[src/ccs_pkg.sv]
// Constants and carrier types for the processor control-state block.
// Assumes a single processor clock; the execution pipeline outside drives the event and operand ports.
package ccs_pkg;

  // ----------------------------------------
  // Status word layout
  // ----------------------------------------
  localparam int SW_COND = 0;
  localparam int SW_CLIP = 1;
  localparam int SW_MASK_LO = 4;
  localparam int SW_MASK_HI = 7;
  localparam int SW_DVD_SIGN = 8;
  localparam int SW_DVS_SIGN = 9;
  localparam int SW_CACHE_LOCK = 12;
  localparam int SW_MUTE = 28;
  localparam int SW_BANK = 29;
  localparam int SW_PRIV = 30;
  // Bits that exist; everything else is reserved and reads zero
  localparam logic [31:0] SW_IMPL_MASK = 32'h700013f3;
  localparam logic [31:0] SW_USER_MASK = 32'h00000303;
  localparam logic [31:0] SW_RESET = 32'h700000f0;
  localparam logic [31:0] VBP_RESET = 32'h00000000;
  localparam logic [31:0] PC_RESET = 32'ha0000000;
  localparam logic [31:0] PC_AHEAD = 32'h00000004;
  localparam logic [31:0] INSN_STEP = 32'h00000002;

  // ----------------------------------------
  // Register selectors and operations
  // ----------------------------------------
  typedef enum logic [2:0] {CCS_R_SW, CCS_R_SSW, CCS_R_SPC, CCS_R_GBP, CCS_R_VBP, CCS_R_NONE} ccs_reg_e;
  typedef enum logic [1:0] {CCS_SZ_BYTE, CCS_SZ_WORD, CCS_SZ_LONG} ccs_size_e;
  typedef enum logic [1:0] {CCS_LIT_MOVE, CCS_LIT_ADD, CCS_LIT_CMPEQ, CCS_LIT_LOGIC} ccs_lit_e;
  typedef enum logic [1:0] {CCS_BR_NONE, CCS_BR_DELAYED, CCS_BR_NORMAL} ccs_br_e;

  typedef struct packed {
    logic valid;
    logic write;
    ccs_reg_e sel;
    logic [31:0] wdata;
  } ccs_creg_s;

  typedef struct packed {
    logic cond_we;
    logic cond_val;
    logic dvd_we;
    logic dvd_val;
    logic dvs_we;
    logic dvs_val;
  } ccs_flag_s;

  typedef struct packed {
    logic valid;
    ccs_size_e size;
    logic [31:0] addr;
    logic [31:0] rdata;
  } ccs_mem_s;

endpackage

[src/ccs_core_state.sv]
// Control-state registers, operand formatting and program counter sequencing of the core.
// Assumes the decode stage presents one instruction's effects per clock and the memory system a raw bus word.
module ccs_core_state
  import ccs_pkg::*;
(
  input wire logic i_clk,
  input wire logic i_rst_b,
  input wire logic i_endian_select_pin,
  input wire ccs_creg_s i_creg,
  input wire ccs_flag_s i_flags,
  input wire logic i_exception,
  input wire logic i_return,
  input wire logic i_advance,
  input wire ccs_br_e i_branch,
  input wire logic i_branch_taken,
  input wire logic [31:0] i_branch_target,
  input wire ccs_mem_s i_mem,
  input wire logic [7:0] i_literal,
  input wire ccs_lit_e i_lit_kind,
  input wire logic [31:0] i_bit_operand,
  input wire logic [31:0] i_bit_mask,
  input wire logic [1:0] i_bit_op,
  output logic [31:0] o_creg_rdata,
  output logic o_priv_fault,
  output logic [31:0] o_pc,
  output logic [31:0] o_pc_read,
  output logic [31:0] o_load_data,
  output logic o_address_error,
  output logic [31:0] o_literal,
  output logic [31:0] o_bit_result,
  output logic o_little_endian,
  output logic [3:0] o_interrupt_mask_level,
  output logic o_cond,
  output logic o_clip,
  output logic o_privilege_level_bit,
  output logic o_bank_select_bit,
  output logic o_exception_mute_bit,
  output logic [31:0] o_global_base_pointer,
  output logic [31:0] o_vector_base_pointer
);

  // ----------------------------------------
  // Reset release
  // ----------------------------------------
  // Assertion is asynchronous so reset works without a clock; release is retimed to the clock
  logic rst_meta_b;
  logic rst_b;

  always_ff @(posedge i_clk or negedge i_rst_b)
  begin
    if (!i_rst_b)
    begin
      rst_meta_b <= 1'b0;
      rst_b <= 1'b0;
    end
    else
    begin
      rst_meta_b <= 1'b1;
      rst_b <= rst_meta_b;
    end
  end

  // ----------------------------------------
  // Endian strap
  // ----------------------------------------
  // Pin is synchronised and captured only while reset is held, so the order cannot change until the next reset.
  // The synchroniser itself takes no reset: it must follow the strap while reset is asserted,
  // otherwise the capture below would only ever see its reset value.
  logic endian_meta;
  logic endian_sync;
  logic little_endian;

  always_ff @(posedge i_clk)
  begin
    endian_meta <= i_endian_select_pin;
    endian_sync <= endian_meta;
  end

  always_ff @(posedge i_clk)
  begin
    if (!rst_b)
      little_endian <= endian_sync;
  end

  // ----------------------------------------
  // Control register access decode
  // ----------------------------------------
  logic [31:0] processor_status_word;
  logic [31:0] saved_status_word;
  logic [31:0] saved_program_counter;
  logic [31:0] global_base_pointer;
  logic [31:0] vector_base_pointer;
  logic [31:0] pc;

  wire priv = processor_status_word[SW_PRIV];
  wire creg_wr = i_creg.valid && i_creg.write;
  // Global base is the only control register open to user mode
  wire creg_allowed = priv || (i_creg.sel == CCS_R_GBP);
  wire creg_fault = i_creg.valid && !creg_allowed && (i_creg.sel != CCS_R_NONE);
  wire wr_ok = creg_wr && creg_allowed && !i_exception;
  wire wr_sw = wr_ok && (i_creg.sel == CCS_R_SW);
  wire wr_ssw = wr_ok && (i_creg.sel == CCS_R_SSW);
  wire wr_spc = wr_ok && (i_creg.sel == CCS_R_SPC);
  wire wr_gbp = wr_ok && (i_creg.sel == CCS_R_GBP);
  wire wr_vbp = wr_ok && (i_creg.sel == CCS_R_VBP);

  // ----------------------------------------
  // Status word next value
  // ----------------------------------------
  logic [31:0] next_sw;
  logic [31:0] sw_flags;

  // Dedicated flag instructions work at any privilege; plain operations assert no write enable
  always_comb
  begin
    sw_flags = processor_status_word;
    if (i_flags.cond_we)
      sw_flags[SW_COND] = i_flags.cond_val;
    if (i_flags.dvd_we)
      sw_flags[SW_DVD_SIGN] = i_flags.dvd_val;
    if (i_flags.dvs_we)
      sw_flags[SW_DVS_SIGN] = i_flags.dvs_val;
  end

  // Exception outranks a status write, which outranks a return from exception
  always_comb
  begin
    next_sw = sw_flags;
    if (i_exception)
    begin
      // Mask level is kept as is when an interrupt is taken
      next_sw[SW_PRIV] = 1'b1;
      next_sw[SW_BANK] = 1'b1;
      next_sw[SW_MUTE] = 1'b1;
    end
    else if (wr_sw)
      next_sw = i_creg.wdata & SW_IMPL_MASK;
    else if (i_return)
      next_sw = saved_status_word & SW_IMPL_MASK;
  end

  // Flags of the user group have no defined reset value, held at zero here for determinism
  always_ff @(posedge i_clk or negedge rst_b)
  begin
    if (!rst_b)
      processor_status_word <= SW_RESET;
    else
      processor_status_word <= next_sw;
  end

  // ----------------------------------------
  // Saved state and base registers
  // ----------------------------------------
  // Saved copies and global base take no reset: their contents are undefined until written
  always_ff @(posedge i_clk)
  begin
    if (i_exception)
    begin
      saved_status_word <= processor_status_word;
      saved_program_counter <= pc;
    end
    else
    begin
      if (wr_ssw)
        saved_status_word <= i_creg.wdata;
      if (wr_spc)
        saved_program_counter <= i_creg.wdata;
    end
    if (wr_gbp)
      global_base_pointer <= i_creg.wdata;
  end

  always_ff @(posedge i_clk or negedge rst_b)
  begin
    if (!rst_b)
      vector_base_pointer <= VBP_RESET;
    else if (wr_vbp)
      vector_base_pointer <= i_creg.wdata;
  end

  // ----------------------------------------
  // Program counter and delayed branching
  // ----------------------------------------
  logic slot_pending;
  logic [31:0] slot_target;
  logic [31:0] next_pc;

  wire br_delayed = i_advance && i_branch_taken && (i_branch == CCS_BR_DELAYED);
  wire br_normal = i_advance && i_branch_taken && (i_branch == CCS_BR_NORMAL);
  wire [31:0] pc_seq = pc + INSN_STEP;

  // A pending slot target is taken only when the slot instruction itself retires
  always_comb
  begin
    next_pc = pc;
    if (i_exception)
      next_pc = vector_base_pointer;
    else if (i_return)
      next_pc = saved_program_counter;
    else if (i_advance && slot_pending)
      next_pc = slot_target;
    else if (br_normal)
      next_pc = i_branch_target;
    else if (i_advance)
      next_pc = pc_seq;
  end

  always_ff @(posedge i_clk or negedge rst_b)
  begin
    if (!rst_b)
    begin
      pc <= PC_RESET;
      slot_pending <= 1'b0;
      slot_target <= PC_RESET;
    end
    else
    begin
      pc <= next_pc;
      if (i_exception || i_return)
        slot_pending <= 1'b0;
      else if (br_delayed && !slot_pending)
      begin
        // Slot instruction executes first, then control moves to the target
        slot_pending <= 1'b1;
        slot_target <= i_branch_target;
      end
      else if (i_advance)
        slot_pending <= 1'b0;
    end
  end

  // ----------------------------------------
  // Operand formatting
  // ----------------------------------------
  logic [31:0] lane_word;
  logic [7:0] load_byte;
  logic [15:0] load_half;
  logic [31:0] next_load;
  logic misaligned;
  logic [31:0] swapped_word;
  logic [1:0] lane_sel;

  // The memory puts the byte of address 4n+k on lane k of the bus word.
  // Big-endian reverses the lanes so that the lowest address is the most significant byte,
  // and the lane index flips with it so byte, word and longword picks all agree.
  assign swapped_word = {i_mem.rdata[7:0], i_mem.rdata[15:8], i_mem.rdata[23:16], i_mem.rdata[31:24]};
  assign lane_word = little_endian ? i_mem.rdata : swapped_word;
  assign lane_sel = little_endian ? i_mem.addr[1:0] : ~i_mem.addr[1:0];
  assign load_byte = lane_word[8*lane_sel +: 8];
  assign load_half = lane_sel[1] ? lane_word[31:16] : lane_word[15:0];
  assign misaligned = ((i_mem.size == CCS_SZ_WORD) && i_mem.addr[0]) ||
    ((i_mem.size == CCS_SZ_LONG) && (i_mem.addr[1:0] != 2'b00));

  always_comb
  begin
    unique case (i_mem.size)
      CCS_SZ_BYTE: next_load = {{24{load_byte[7]}}, load_byte};
      CCS_SZ_WORD: next_load = {{16{load_half[15]}}, load_half};
      default: next_load = lane_word;
    endcase
  end

  // Literals of byte size come from the instruction; wider ones arrive via pc-relative loads above
  logic [31:0] next_literal;
  assign next_literal = (i_lit_kind == CCS_LIT_LOGIC) ? {24'h000000, i_literal} :
    {{24{i_literal[7]}}, i_literal};

  // Memory bit logic: and, or, xor, test on the loaded operand
  logic [31:0] next_bit;
  always_comb
  begin
    unique case (i_bit_op)
      2'b00: next_bit = i_bit_operand & i_bit_mask;
      2'b01: next_bit = i_bit_operand | i_bit_mask;
      2'b10: next_bit = i_bit_operand ^ i_bit_mask;
      default: next_bit = i_bit_operand;
    endcase
  end

  // ----------------------------------------
  // Registered outputs
  // ----------------------------------------
  logic [31:0] next_rdata;
  always_comb
  begin
    unique case (i_creg.sel)
      CCS_R_SW: next_rdata = processor_status_word & SW_IMPL_MASK;
      CCS_R_SSW: next_rdata = saved_status_word;
      CCS_R_SPC: next_rdata = saved_program_counter;
      CCS_R_GBP: next_rdata = global_base_pointer;
      CCS_R_VBP: next_rdata = vector_base_pointer;
      default: next_rdata = 32'h00000000;
    endcase
  end

  always_ff @(posedge i_clk or negedge rst_b)
  begin
    if (!rst_b)
    begin
      o_creg_rdata <= 32'h00000000;
      o_priv_fault <= 1'b0;
      o_load_data <= 32'h00000000;
      o_address_error <= 1'b0;
      o_literal <= 32'h00000000;
      o_bit_result <= 32'h00000000;
    end
    else
    begin
      o_creg_rdata <= (i_creg.valid && creg_allowed) ? next_rdata : 32'h00000000;
      o_priv_fault <= creg_fault;
      o_load_data <= next_load;
      o_address_error <= i_mem.valid && misaligned;
      o_literal <= next_literal;
      o_bit_result <= next_bit;
    end
  end

  assign o_pc = pc;
  assign o_pc_read = pc + PC_AHEAD;
  assign o_little_endian = little_endian;
  assign o_interrupt_mask_level = processor_status_word[SW_MASK_HI:SW_MASK_LO];
  assign o_cond = processor_status_word[SW_COND];
  assign o_clip = processor_status_word[SW_CLIP];
  assign o_privilege_level_bit = processor_status_word[SW_PRIV];
  assign o_bank_select_bit = processor_status_word[SW_BANK];
  assign o_exception_mute_bit = processor_status_word[SW_MUTE];
  assign o_global_base_pointer = global_base_pointer;
  assign o_vector_base_pointer = vector_base_pointer;

endmodule

[config.mk]
export PLATFORM = sky130hd
export DESIGN_NAME = ccs_core_state
export DESIGN_NICKNAME = d
export VERILOG_FILES = /design/src/ccs_pkg.sv /design/src/ccs_core_state.sv
export SDC_FILE = /design/constraint.sdc
export NUM_CORES = 1
export LEC_CHECK = 0
export BUFFER_PORTS_ARGS = -buffer_cell sky130_fd_sc_hd__clkbuf_2
export CORE_UTILIZATION = 48
export DETAILED_ROUTE_END_ITERATION = 10
export PLACE_DENSITY_LB_ADDON = 0.15
export RECOVER_POWER = 25
export SLEW_MARGIN = 20
export SYNTH_ARGS = -nofsm -noshare
export SYNTH_HDL_FRONTEND = slang
export SYNTH_SLANG_ARGS = --single-unit
[constraint.sdc]
create_clock -name i_clk -period 6.3 [get_ports i_clk]
set_input_delay 1.26 -clock i_clk [delete_from_list [all_inputs] [get_ports i_clk]]
set_output_delay 1.26 -clock i_clk [all_outputs]
set_load 0.02 [all_outputs]
# == Yosys cells after proc, flatten, opt, wreduce, memory -nomap -nowiden ==
# Index checks and enable logic that the tools add are counted.
# op_classes
magnitude_cmp,0
n_mul,0
bitwise_logic,6
shifts,1
n_eq_ne,12
n_mux,27
add_sub_neg,2
reduce_logical,37
n_div,0
# ops
cell,count
$mux 32,14
$pmux 32 s5,1
$pmux 32 s3,1
$pmux 32 s2,1
$add 32x2->32 const B,1
$add 32x3->32 const B,1
$and 32x32->32,1
$or 32x32->32,1
$shiftx 32x6->8,1
$xor 32x32->32,1
$logic_and 1x1->1,19
$mux 16,1
$mux 10,1
$eq 2x2->1 const B,4
$reduce_bool 2->1,4
$eq 2x1->1 const B,3
$eq 3x2->1 const B,2
$mux 1,6
$reduce_bool 3->1,2
$reduce_bool 5->1,1
$logic_not 2->1,2
$reduce_and 2->1,2
$eq 3x1->1 const B,1
$eq 3x3->1 const B,1
8 further kinds,13
# totals
out_inout_bits,268
word_cells,106
input_bits,227
reg_bits,360
ramBits,0
latch_bits,0
memories,0
romBits,0

# == Depth between registers and ports, before layout ==
# Gate-level depths: netlist of the first run.
# depth
depth_word,7
ltp_mapped,8
ltp_nobuf,6

# == Least setup slack after synthesis of the first run ==
# Ideal clock, no wire load.
# synth_timing
kind,reg-to-reg
startpoint,register rst_b
endpoint,register little_endian (netlist: o_little_endian) (enable)
arrival_ns,5.136
path_slack_ns,0.697
t_required_ns,5.832
stages_incl_launch_ff,2
cell_sequence,dfrtp_1 > inv_1
# synth_lines
element,line,source
start: declaration,ccs_core_state.sv:47,logic rst_b;
start signal: assignment,ccs_core_state.sv:59,rst_b <= rst_meta_b;
end signal: assignment,ccs_core_state.sv:82,little_endian <= endian_sync;
end: declaration,ccs_core_state.sv:71,logic little_endian;
# No word-level cell between the ends.

# == Worst setup path in the final report of the first run ==
# layout_timing
startpoint,register pc[3] (netlist: o_pc[3])
endpoint,output port o_pc_read[28]
# layout_via
elab_chain_len,1
# layout_lines
element,line,source
start: declaration,ccs_core_state.sv:93,logic [31:0] pc;
start signal: assignment,ccs_core_state.sv:218,pc <= next_pc;
$add 32x3->32,ccs_core_state.sv:319,assign o_pc_read = pc + PC_AHEAD;
end: declaration,ccs_core_state.sv:26,"output logic [31:0] o_pc_read,"
# No other way between the ends.

==> results.json, run 1 <==
{
  "grt_max_degree": 145,
  "cts_root_buffer": "clkbuf_16",
  "cp_slowest_cell": "nor4_4",
  "cts_hold_buffers": 0,
  "io_pins": 495,
  "violations": "capacitance limit, slew limit",
  "row_count": 69,
  "slowest_delay_ns": 0.86,
  "min_period_over_period_pct": 72.5,
  "ys_types": 78,
  "ctsResizeCount": 0,
  "worst-path-max-fanout": 10,
  "vias": 14286,
  "vdd_drop_max_v": 0.000252,
  "tightest_slew_ns": 3.88,
  "numCtsBuffers": 37,
  "seq_area_sq_um": 8420,
  "io_buffer_count": 464,
  "drtIter0Drc": 1084,
  "netlist.area_leader.share_pct": 30.0,
  "grt_usage_pct": 28.9,
  "status": "finished, violations left",
  "slew_violations": 242,
  "syn_inst": 1579,
  "cp-start-kind": "flip-flop",
  "syn2layout_area_growth_pct": 20.5,
  "multi_input_area_sq_um": 7690,
  "grt_pass1_wl_mm": 80.9,
  "synth-seq-cells": 317,
  "postRouteAntennaNets": 0,
  "cts_buffer_depth": 3,
  "start_util_pct": 48.6,
  "drc_errors": 0,
  "synth_top_flop_cell": "dfrtp_1",
  "fp.dieW_microns": 192,
  "fmax_ghz": 0.219,
  "synthArstFlopShare_pct": 68.8,
  "power_density_nw_per_um2": 284,
  "gp_congestion": 0.900,
  "grt_pass1_vias": 13997,
  "place_ws_ns": 2.10,
  "path_cells": "ha_1 > nand3_2 > nor4_4 > nand3_1 > xnor2_1 > clkbuf_2",
  "design_area_sq_um": 20800,
  "hp-class": "flip-flop to asynchronous set/reset pin",
  "fp.coreArea_sq_um": 35500,
  "cts_setup_buffers": 0,
  "cts_tree": "built",
  "crit-reg2reg-capture": "slot_target[26]",
  "clock_latency_ns": 0.53,
  "drive_above_1_share_pct": 34.3,
  "post-synth-top-area-cell": "dfrtp_1",
  "fin_crit_ns": 4.57,
  "synth_edf_count": 97,
  "max-slew-margin-rel_pct": -159,
  "path_class": "flip-flop to primary output",
  "fin_skew_ns": 0.0214,
  "cp.required_ns": 5.04,
  "critPathCaptureType": "primary output",
  "finalSetupTns_ns": 0,
  "syn_nets": 1872,
  "dr.pass1.iters": 5,
  "cp.arrival_ns": 3.31,
  "cap_violations": 3,
  "place_area_sq_um": 19600,
  "hpwl_mm": 38.6,
  "fin_ws_ns": 1.73,
  "synth-seq-area-share_pct": 48.8,
  "synthTopCellsByArea": "dfrtp_1 30%, edfxtp_1 17%, mux2_2 6.9%",
  "die_area_sq_um": 36700,
  "routedWlPerCell_microns": 21.8,
  "leakage_nw": 9.79,
  "rsz0062_at_grt": "no",
  "r2r-start": "rst_b",
  "via_per_inst": 5.83,
  "reg2reg_depth": 1,
  "num-fill-cells": 3018,
  "ys_warn_count": 0,
  "r2r_slack_ns": 1.74,
  "h-tree-depth": 2,
  "setup_viol_count_final": 0,
  "cts.clk_slew.worst_paths_ns": 0.06,
  "fin_nets": 2252,
  "finalHoldViolations": 0,
  "die_h_microns": 192,
  "wl_mm": 53.5,
  "netlist_area_sq_um": 17200,
  "postSynthAreaPerCell_sq_um": 10.9,
  "grt-ovfl-total": 0,
  "clock_sinks": 317,
  "antenna_found_initial": 8
}
[placed cells by master, fill, tap and decap left out, types with 5 or more instances in the layout]
cell / Yosys / routed
clkbuf_1: 61 / 47
clkbuf_16: 0 / 39
nor2_1: 68 / 67
dfrtp_1: 207 / 207
nand3_1: 33 / 33
a22oi_1: 80 / 80
dfstp_2: 11 / 11
mux4_2: 39 / 39
inv_1: 118 / 118
buf_4: 32 / 21
nand4_1: 13 / 13
o21a_1: 5 / 5
a31oi_1: 8 / 8
xor2_1: 18 / 18
a2bb2oi_1: 6 / 6
a221oi_1: 13 / 13
a221o_1: 5 / 5
nand2_1: 160 / 160
nor3_1: 19 / 18
o221ai_1: 6 / 6
o21ai_0: 57 / 57
clkinv_2: 0 / 8
ha_1: 66 / 66
edfxtp_1: 97 / 97
o22a_1: 17 / 17
nor2b_1: 25 / 25
clkbuf_2: 1 / 430
a21oi_1: 65 / 65
xnor2_1: 26 / 26
a211oi_1: 10 / 10
mux2_2: 105 / 105
a21o_1: 41 / 41
o22ai_1: 7 / 7
o211ai_1: 5 / 5
mux2i_1: 11 / 11
and3_1: 9 / 9
[registers in the layout, summed over array words and instances (netlist names)]
register,cells
saved_status_word,32
slot_pending,1
o_creg_rdata,32
slot_target,32
o_vector_base_pointer,32
endian_sync,1
o_global_base_pointer,32
saved_program_counter,32
o_pc,32
o_bit_result,32
o_priv_fault,1
endian_meta,1
processor_status_word,12
rst_b,1
o_load_data,32
o_address_error,1
rst_meta_b,1
o_little_endian,1
o_literal,9
[critical path, delay by kind of cell, from the launching register on]
| kind | cells | cell delay, ns |
|---|---|---|
| buffers and inverters | 1 | 0.24 |
| adders and majority gates | 1 | 0.34 |
| and+or+nand+nor | 3 | 1.31 |
| xor gates and xnor gates | 1 | 0.36 |
| DFF | 1 | 0.53 |
[Yosys cell counts (5+ instances only)]
| cell type | number |
|---|---|
| dfrtp_1 | 207 |
| nand2_1 | 160 |
| inv_1 | 118 |
| mux2_2 | 105 |
| edfxtp_1 | 97 |
| a22oi_1 | 80 |
| nor2_1 | 68 |
| ha_1 | 66 |
| a21oi_1 | 65 |
| clkbuf_1 | 61 |
| o21ai_0 | 57 |
| a21o_1 | 41 |
| mux4_2 | 39 |
| buf_2 | 34 |
| nand3_1 | 33 |
| buf_4 | 32 |
| xnor2_1 | 26 |
| nor2b_1 | 25 |
| nor3_1 | 19 |
| buf_1 | 18 |
| xor2_1 | 18 |
| o22a_1 | 17 |
| a221oi_1 | 13 |
| nand4_1 | 13 |
| dfstp_2 | 11 |
| mux2i_1 | 11 |
| a211oi_1 | 10 |
| and3_1 | 9 |
| a31oi_1 | 8 |
| o22ai_1 | 7 |
| a2bb2oi_1 | 6 |
| o221ai_1 | 6 |
| a221o_1 | 5 |
| nor4_1 | 5 |
| o211ai_1 | 5 |
| o21a_1 | 5 |
[cells by family (layout without fill, tap and decap cells)]
family                   after synthesis  count (layout)  share of synthesized area, %
AO/OA/AOI/OAI                        361             361                          14.5
XOR/XNOR                              44              44                          2.24
adder cells (fa/ha/maj)               66              66                          4.79
buffers and inverters                266             675                          6.74
flip-flops                           317             317                          48.8
multiplexers                         155             155                          12.6
other                                  1               3                        0.0217
AND/OR/NAND/NOR                      369             369                          10.3
[worst max-delay path by stage]
| stage | to | startpoint |
|---|---|---|
| final | o_pc_read[28] | o_pc[3] |
| after global routing | slot_target[26] | rst_b |
| after CTS | o_pc_read[21] | o_pc[6] |
| after detailed placement | saved_status_word[22] | i_creg[32] |
| after global placement | saved_status_word[22] | i_creg[32] |
| after floorplan | o_address_error | rst_b |
[where the power goes]
group | internal (mW) | leakage (nW) | switching [mW] | total, mW
registers | 2.36 | 3.68 | 0.248 | 2.61
logic | 0.470 | 5.53 | 0.712 | 1.18
clock network | 1.24 | 0.577 | 0.861 | 2.11
total | 4.08 | 9.79 | 1.82 | 5.90
[layout make-up]
| cell class | count | area share [%] |
|---|---|---|
| Timing Repair Buffer | 487 | 11.8 |
| Sequential cell | 317 | 40.6 |
| Multi-Input combinational cell | 996 | 37.0 |
| Clock buffer | 53 | 5.05 |
| Clock inverter | 15 | 0.633 |
| Antenna cell | 2 | 0.0241 |
| Inverter | 120 | 2.17 |
| Tap cell | 461 | 2.78 |
[metrics by stage]
stage / utilization [%] / std cells / power, mW / hold WS [ns]
2_1_floorplan: - / 1579 / 3.35 / 0.310
3_3_place_gp: 55.3 / 2380 / 3.79 / 0.314
3_5_place_dp: 55.3 / 2380 / 3.82 / 0.320
4_1_cts: 58.7 / 2448 / 5.94 / 0.337
5_1_grt: 58.5 / 2451 / 6.13 / 0.345
6_report: 58.5 / 2451 / 5.90 / 0.312
[layer usage]
metal	GRT usage (%)	wire, microns	up-vias	share of wire (%)
li1	-	-	6419	-
met1	37.6	21200	7037	40
met2	46.0	25400	690	48
met3	7.60	4800	130	9.0
met4	11.6	2020	10	3.8
met5	0	55	-	0.10
(Power assumes the default switching activity.)
==> run 2: changes to the inputs <==
Clock period 6.3 ns to 3.9 ns, I/O delays scaled along.
==> results.json, run 2 (synthesized netlist as in run 1, its figures left out) <==
{
  "rsz0062_at_grt": "no",
  "setup_viol_count_final": 0,
  "fmax_ghz": 0.280,
  "hp-class": "input pin to asynchronous set/reset pin",
  "cp_slowest_cell": "nor3_1",
  "slew_violations": 106,
  "power.total_mw": 9.73,
  "die_h_microns": 192,
  "violations": "capacitance limit, slew limit",
  "drc_errors": 0,
  "fin_crit_ns": 3.57,
  "final_cell_mix": "430 x clkbuf_2, 207 x dfrtp_1, 160 x nand2_1, 118 x inv_1, 105 x mux2_2",
  "design_area_sq_um": 21200,
  "fin_ws_ns": 0.333,
  "place_area_sq_um": 19900,
  "dr.pass1.iters": 5,
  "grt_usage_pct": 29.3,
  "place_ws_ns": 0.667,
  "io_pins": 495,
  "numCtsBuffers": 37,
  "wl_mm": 54.3,
  "num-fill-cells": 3010,
  "fin_nets": 2283,
  "cp.arrival_ns": 2.79,
  "cts_root_buffer": "clkbuf_16",
  "grt_pass1_vias": 14089,
  "vdd_drop_max_v": 0.000364,
  "critPathCaptureType": "primary output",
  "cts_tree": "built",
  "grt_pass1_wl_mm": 81.8,
  "via_per_inst": 5.79,
  "drtIter0Drc": 1176,
  "holdWs_ns": 0.0394,
  "clkPwrFrac_pct": 36.6,
  "finalSetupTns_ns": 0,
  "min_period_over_period_pct": 91.5,
  "routedWlPerCell_microns": 21.9,
  "combPwrFrac_pct": 20.3,
  "fin_util_pct": 59.6,
  "slowest_delay_ns": 0.60,
  "tightest_slew_ns": 3.11,
  "cts_buffer_depth": 3,
  "postRouteAntennaNets": 0,
  "cp.required_ns": 3.12,
  "dp.cells": 2411,
  "crit_family": "simple AND/OR/NAND/NOR gates",
  "power_density_nw_per_um2": 460,
  "sw_frac_of_total_pct": 30.3,
  "io_buffer_count": 464,
  "fp.coreArea_sq_um": 35500,
  "leakage_nw": 10.0,
  "fp.dieW_microns": 192,
  "clock_sinks": 317,
  "clock_latency_ns": 0.53,
  "status": "finished, violations left",
  "start_util_pct": 48.6,
  "cts.clk_slew.worst_paths_ns": 0.06,
  "drive_above_1_share_pct": 35.4,
  "syn2layout_area_growth_pct": 22.7,
  "path_cells": "ha_1 > nand3_2 > nor3_1 > and3_1 > xor2_1 > clkbuf_2",
  "fin_skew_ns": 0.0106,
  "stdcell_count": 2484,
  "max-slew-margin-rel_pct": -107,
  "p_int_mw": 6.78,
  "antenna_found_initial": 8,
  "grt-ovfl-total": 0,
  "h-tree-depth": 2,
  "vias": 14381,
  "gp_congestion": 0.911,
  "cp-start-kind": "flip-flop",
  "power_switching_mw": 2.95,
  "final_common_cell": "clkbuf_2",
  "path_class": "flip-flop to primary output",
  "worst-path-max-fanout": 8,
  "grt_max_degree": 93,
  "die_area_sq_um": 36700,
  "row_count": 69,
  "hpwl_mm": 40.2,
  "finalHoldViolations": 0,
  "seq_power_share_pct": 43.2,
  "cap_violations": 2,
  "critical_path_buf_inv_count": 1
}
==> run 2: changes by cell type in the layout (fill, tap and decap cells not counted), moves of 4 or more <==
cell | before | now
buf_4 | 21 | 47
clkbuf_8 | 2 | 11
buf_12 | 0 | 6
clkinv_2 | 8 | 4
==> run 2: area by class of cell <==
class / count / area [sq um] / share of cell area (%)
Multi-Input combinational cell: 996 / 7680 / 36.3
Sequential cell: 317 / 8420 / 39.8
Inverter: 120 / 450 / 2.13
Antenna cell: 4 / 10.0 / 0.0473
Tap cell: 461 / 577 / 2.73
Clock inverter: 8 / 92.6 / 0.438
Timing Repair Buffer: 518 / 2760 / 13.0
Clock buffer: 60 / 1160 / 5.51
==> run 2: what timing repair did <==
action	in CTS	in global routing
hold buffers	0	0
resized for setup	0	0
setup buffers	0	1
setup endpoints to repair	0	8
==> run 2: power groups by stage <==
stage | Sequential, mW | Combinational, mW | Clock (mW)
after floorplan | 4.38 | 1.04 | 0
after global placement | 4.24 | 1.93 | 0
after detailed placement | 4.25 | 1.97 | 0
after CTS | 4.19 | 1.98 | 3.62
after global routing | 4.24 | 2.13 | 3.74
final | 4.20 | 1.97 | 3.56
==> run 2: path summary, 6_finish.rpt <==
path | from | to | slack, ns | cells past startpoint
min in group i_clk | endian_meta | endian_sync | 0.33 | 0
hold / removal | i_rst_b | rst_meta_b | 0.04 | 1
max in group asynchronous | rst_b | slot_target[29] | 0.80 | 1
hold reg to reg | endian_meta | endian_sync | 0.33 | 0
setup / recovery | o_pc[3] | o_pc_read[12] | 0.33 | 6
setup reg to reg | rst_b | slot_target[29] | 0.80 | 1
==> run 2: routing by layer <==
metal / global-route usage, % / part of all wire, % / vias up
met4: 12.1 / 4.1 / 8
met3: 7.21 / 9.1 / 133
met1: 37.0 / 39 / 7064
met5: 0 / 0.085 / -
met2: 48.2 / 48 / 690
li1: - / - / 6486
==> run 3: changes to the inputs <==
--- a/constraint.sdc
+++ b/constraint.sdc
@@ -3,2 +3,2 @@
 set_output_delay 0.78 -clock i_clk [all_outputs]
-set_load 0.02 [all_outputs]
+set_load 0.05 [all_outputs]
==> results.json, run 3 (synthesized netlist as in run 1, its figures left out) <==
{
  "status": "finished, violations left",
  "violations": "capacitance limit, slew limit",
  "gp_congestion": 0.913,
  "grt-ovfl-total": 0,
  "clock_sinks": 317,
  "combPwrFrac_pct": 25.3,
  "wl_mm": 54.6,
  "rsz0062_at_grt": "no",
  "io_pins": 495,
  "final_cell_mix": "432 x clkbuf_2, 207 x dfrtp_1, 160 x nand2_1, 118 x inv_1, 105 x mux2_2",
  "h-tree-depth": 2,
  "start_util_pct": 48.6,
  "holdWs_ns": 0.0234,
  "cp_slowest_cell": "dfrtp_1",
  "critical_path_buf_inv_count": 2,
  "grt_usage_pct": 29.6,
  "fin_crit_ns": 3.79,
  "vdd_drop_max_v": 0.000440,
  "fin_nets": 2282,
  "cp.required_ns": 3.12,
  "fmax_ghz": 0.264,
  "worst-path-max-fanout": 10,
  "cts_root_buffer": "clkbuf_16",
  "grt_pass1_wl_mm": 82.3,
  "cts_tree": "built",
  "drtIter0Drc": 1084,
  "place_area_sq_um": 19900,
  "power_density_nw_per_um2": 497,
  "crit_family": "simple AND/OR/NAND/NOR gates",
  "routedWlPerCell_microns": 22.0,
  "cp-start-kind": "flip-flop",
  "final_common_cell": "clkbuf_2",
  "numCtsBuffers": 37,
  "cap_violations": 2,
  "leakage_nw": 10.0,
  "syn2layout_area_growth_pct": 22.7,
  "setup_viol_count_final": 0,
  "seq_area_sq_um": 8420,
  "tightest_slew_ns": 3.08,
  "drc_errors": 0,
  "postRouteAntennaNets": 0,
  "seq_power_share_pct": 40.0,
  "die_h_microns": 192,
  "cp.arrival_ns": 3.01,
  "hp-class": "input pin to asynchronous set/reset pin",
  "via_per_inst": 5.79,
  "fin_skew_ns": 0.0151,
  "design_area_sq_um": 21200,
  "vias": 14376,
  "grt_max_degree": 87,
  "critPathCaptureType": "primary output",
  "path_class": "flip-flop to primary output",
  "slowest_delay_ns": 0.49,
  "dr.pass1.iters": 6,
  "max-slew-margin-rel_pct": -105,
  "row_count": 69,
  "fp.dieW_microns": 192,
  "clkPwrFrac_pct": 34.7,
  "finalHoldViolations": 0,
  "stdcell_count": 2482,
  "die_area_sq_um": 36700,
  "power.total_mw": 10.5,
  "finalSetupTns_ns": 0,
  "p_int_mw": 6.87,
  "cts.clk_slew.worst_paths_ns": 0.06,
  "power_switching_mw": 3.65,
  "num-fill-cells": 3002,
  "hpwl_mm": 40.4,
  "drive_above_1_share_pct": 35.3,
  "grt_pass1_vias": 14147,
  "antenna_found_initial": 6,
  "min_period_over_period_pct": 97.1,
  "multi_input_area_sq_um": 7680,
  "sw_frac_of_total_pct": 34.7,
  "slew_violations": 109,
  "fp.coreArea_sq_um": 35500,
  "clock_latency_ns": 0.53,
  "cts_buffer_depth": 3,
  "io_buffer_count": 464,
  "path_cells": "ha_1 > nand3_2 > nor4_4 > buf_4 > nand3_1 > xnor2_1 > clkbuf_2",
  "dp.cells": 2411
}
[run 3: through the flow]
stage | setup WS, ns | util [%]
after floorplan | 0.314 | -
after global placement | 0.604 | 56.1
after detailed placement | 0.582 | 56.1
after CTS | 0.140 | 59.8
after global routing | 0.0442 | 59.6
final | 0.113 | 59.6
[run 3: path summary, 6_finish.rpt]
check	from	to	slack, ns	cells past startpoint
setup reg to reg	rst_b	o_bit_result[29]	0.80	1
hold / removal	i_rst_b	rst_b	0.02	1
min in group i_clk	endian_meta	endian_sync	0.33	0
setup / recovery	o_pc[3]	o_pc_read[28]	0.11	7
max in group asynchronous	rst_b	o_bit_result[29]	0.80	1
hold reg to reg	endian_meta	endian_sync	0.33	0
[run 3: power groups by stage]
stage,clock network (mW),logic (mW),registers [mW]
6_report,3.65,2.66,4.20
3_5_place_dp,0,2.66,4.26
3_3_place_gp,0,2.62,4.25
2_1_floorplan,0,1.21,4.88
4_1_cts,3.72,2.67,4.20
5_1_grt,3.83,2.82,4.25
[run 3: cell type report]
cell class,count,area share [%]
flip-flops and latches,317,39.8
multi-input cells,996,36.3
repair buffers,517,12.9
clock buffers,55,5.13
well taps,461,2.73
inverters,120,2.13
clock inverters,13,0.946
diodes,3,0.0355
[run 3: layer usage]
metal | GRT usage (%) | part of all wire [%] | up-vias
li1 | - | - | 6485
met1 | 37.8 | 39 | 7042
met2 | 47.9 | 48 | 723
met3 | 7.29 | 9.2 | 120
met4 | 12.1 | 3.9 | 6
met5 | 0 | 0.071 | -
[run 3: timing repair]
action	CTS	global route
hold endpoints to repair	0	0
hold buffers	0	0
gates resized for setup	1	0
setup endpoints to repair	1	0
buffers inserted	0	0
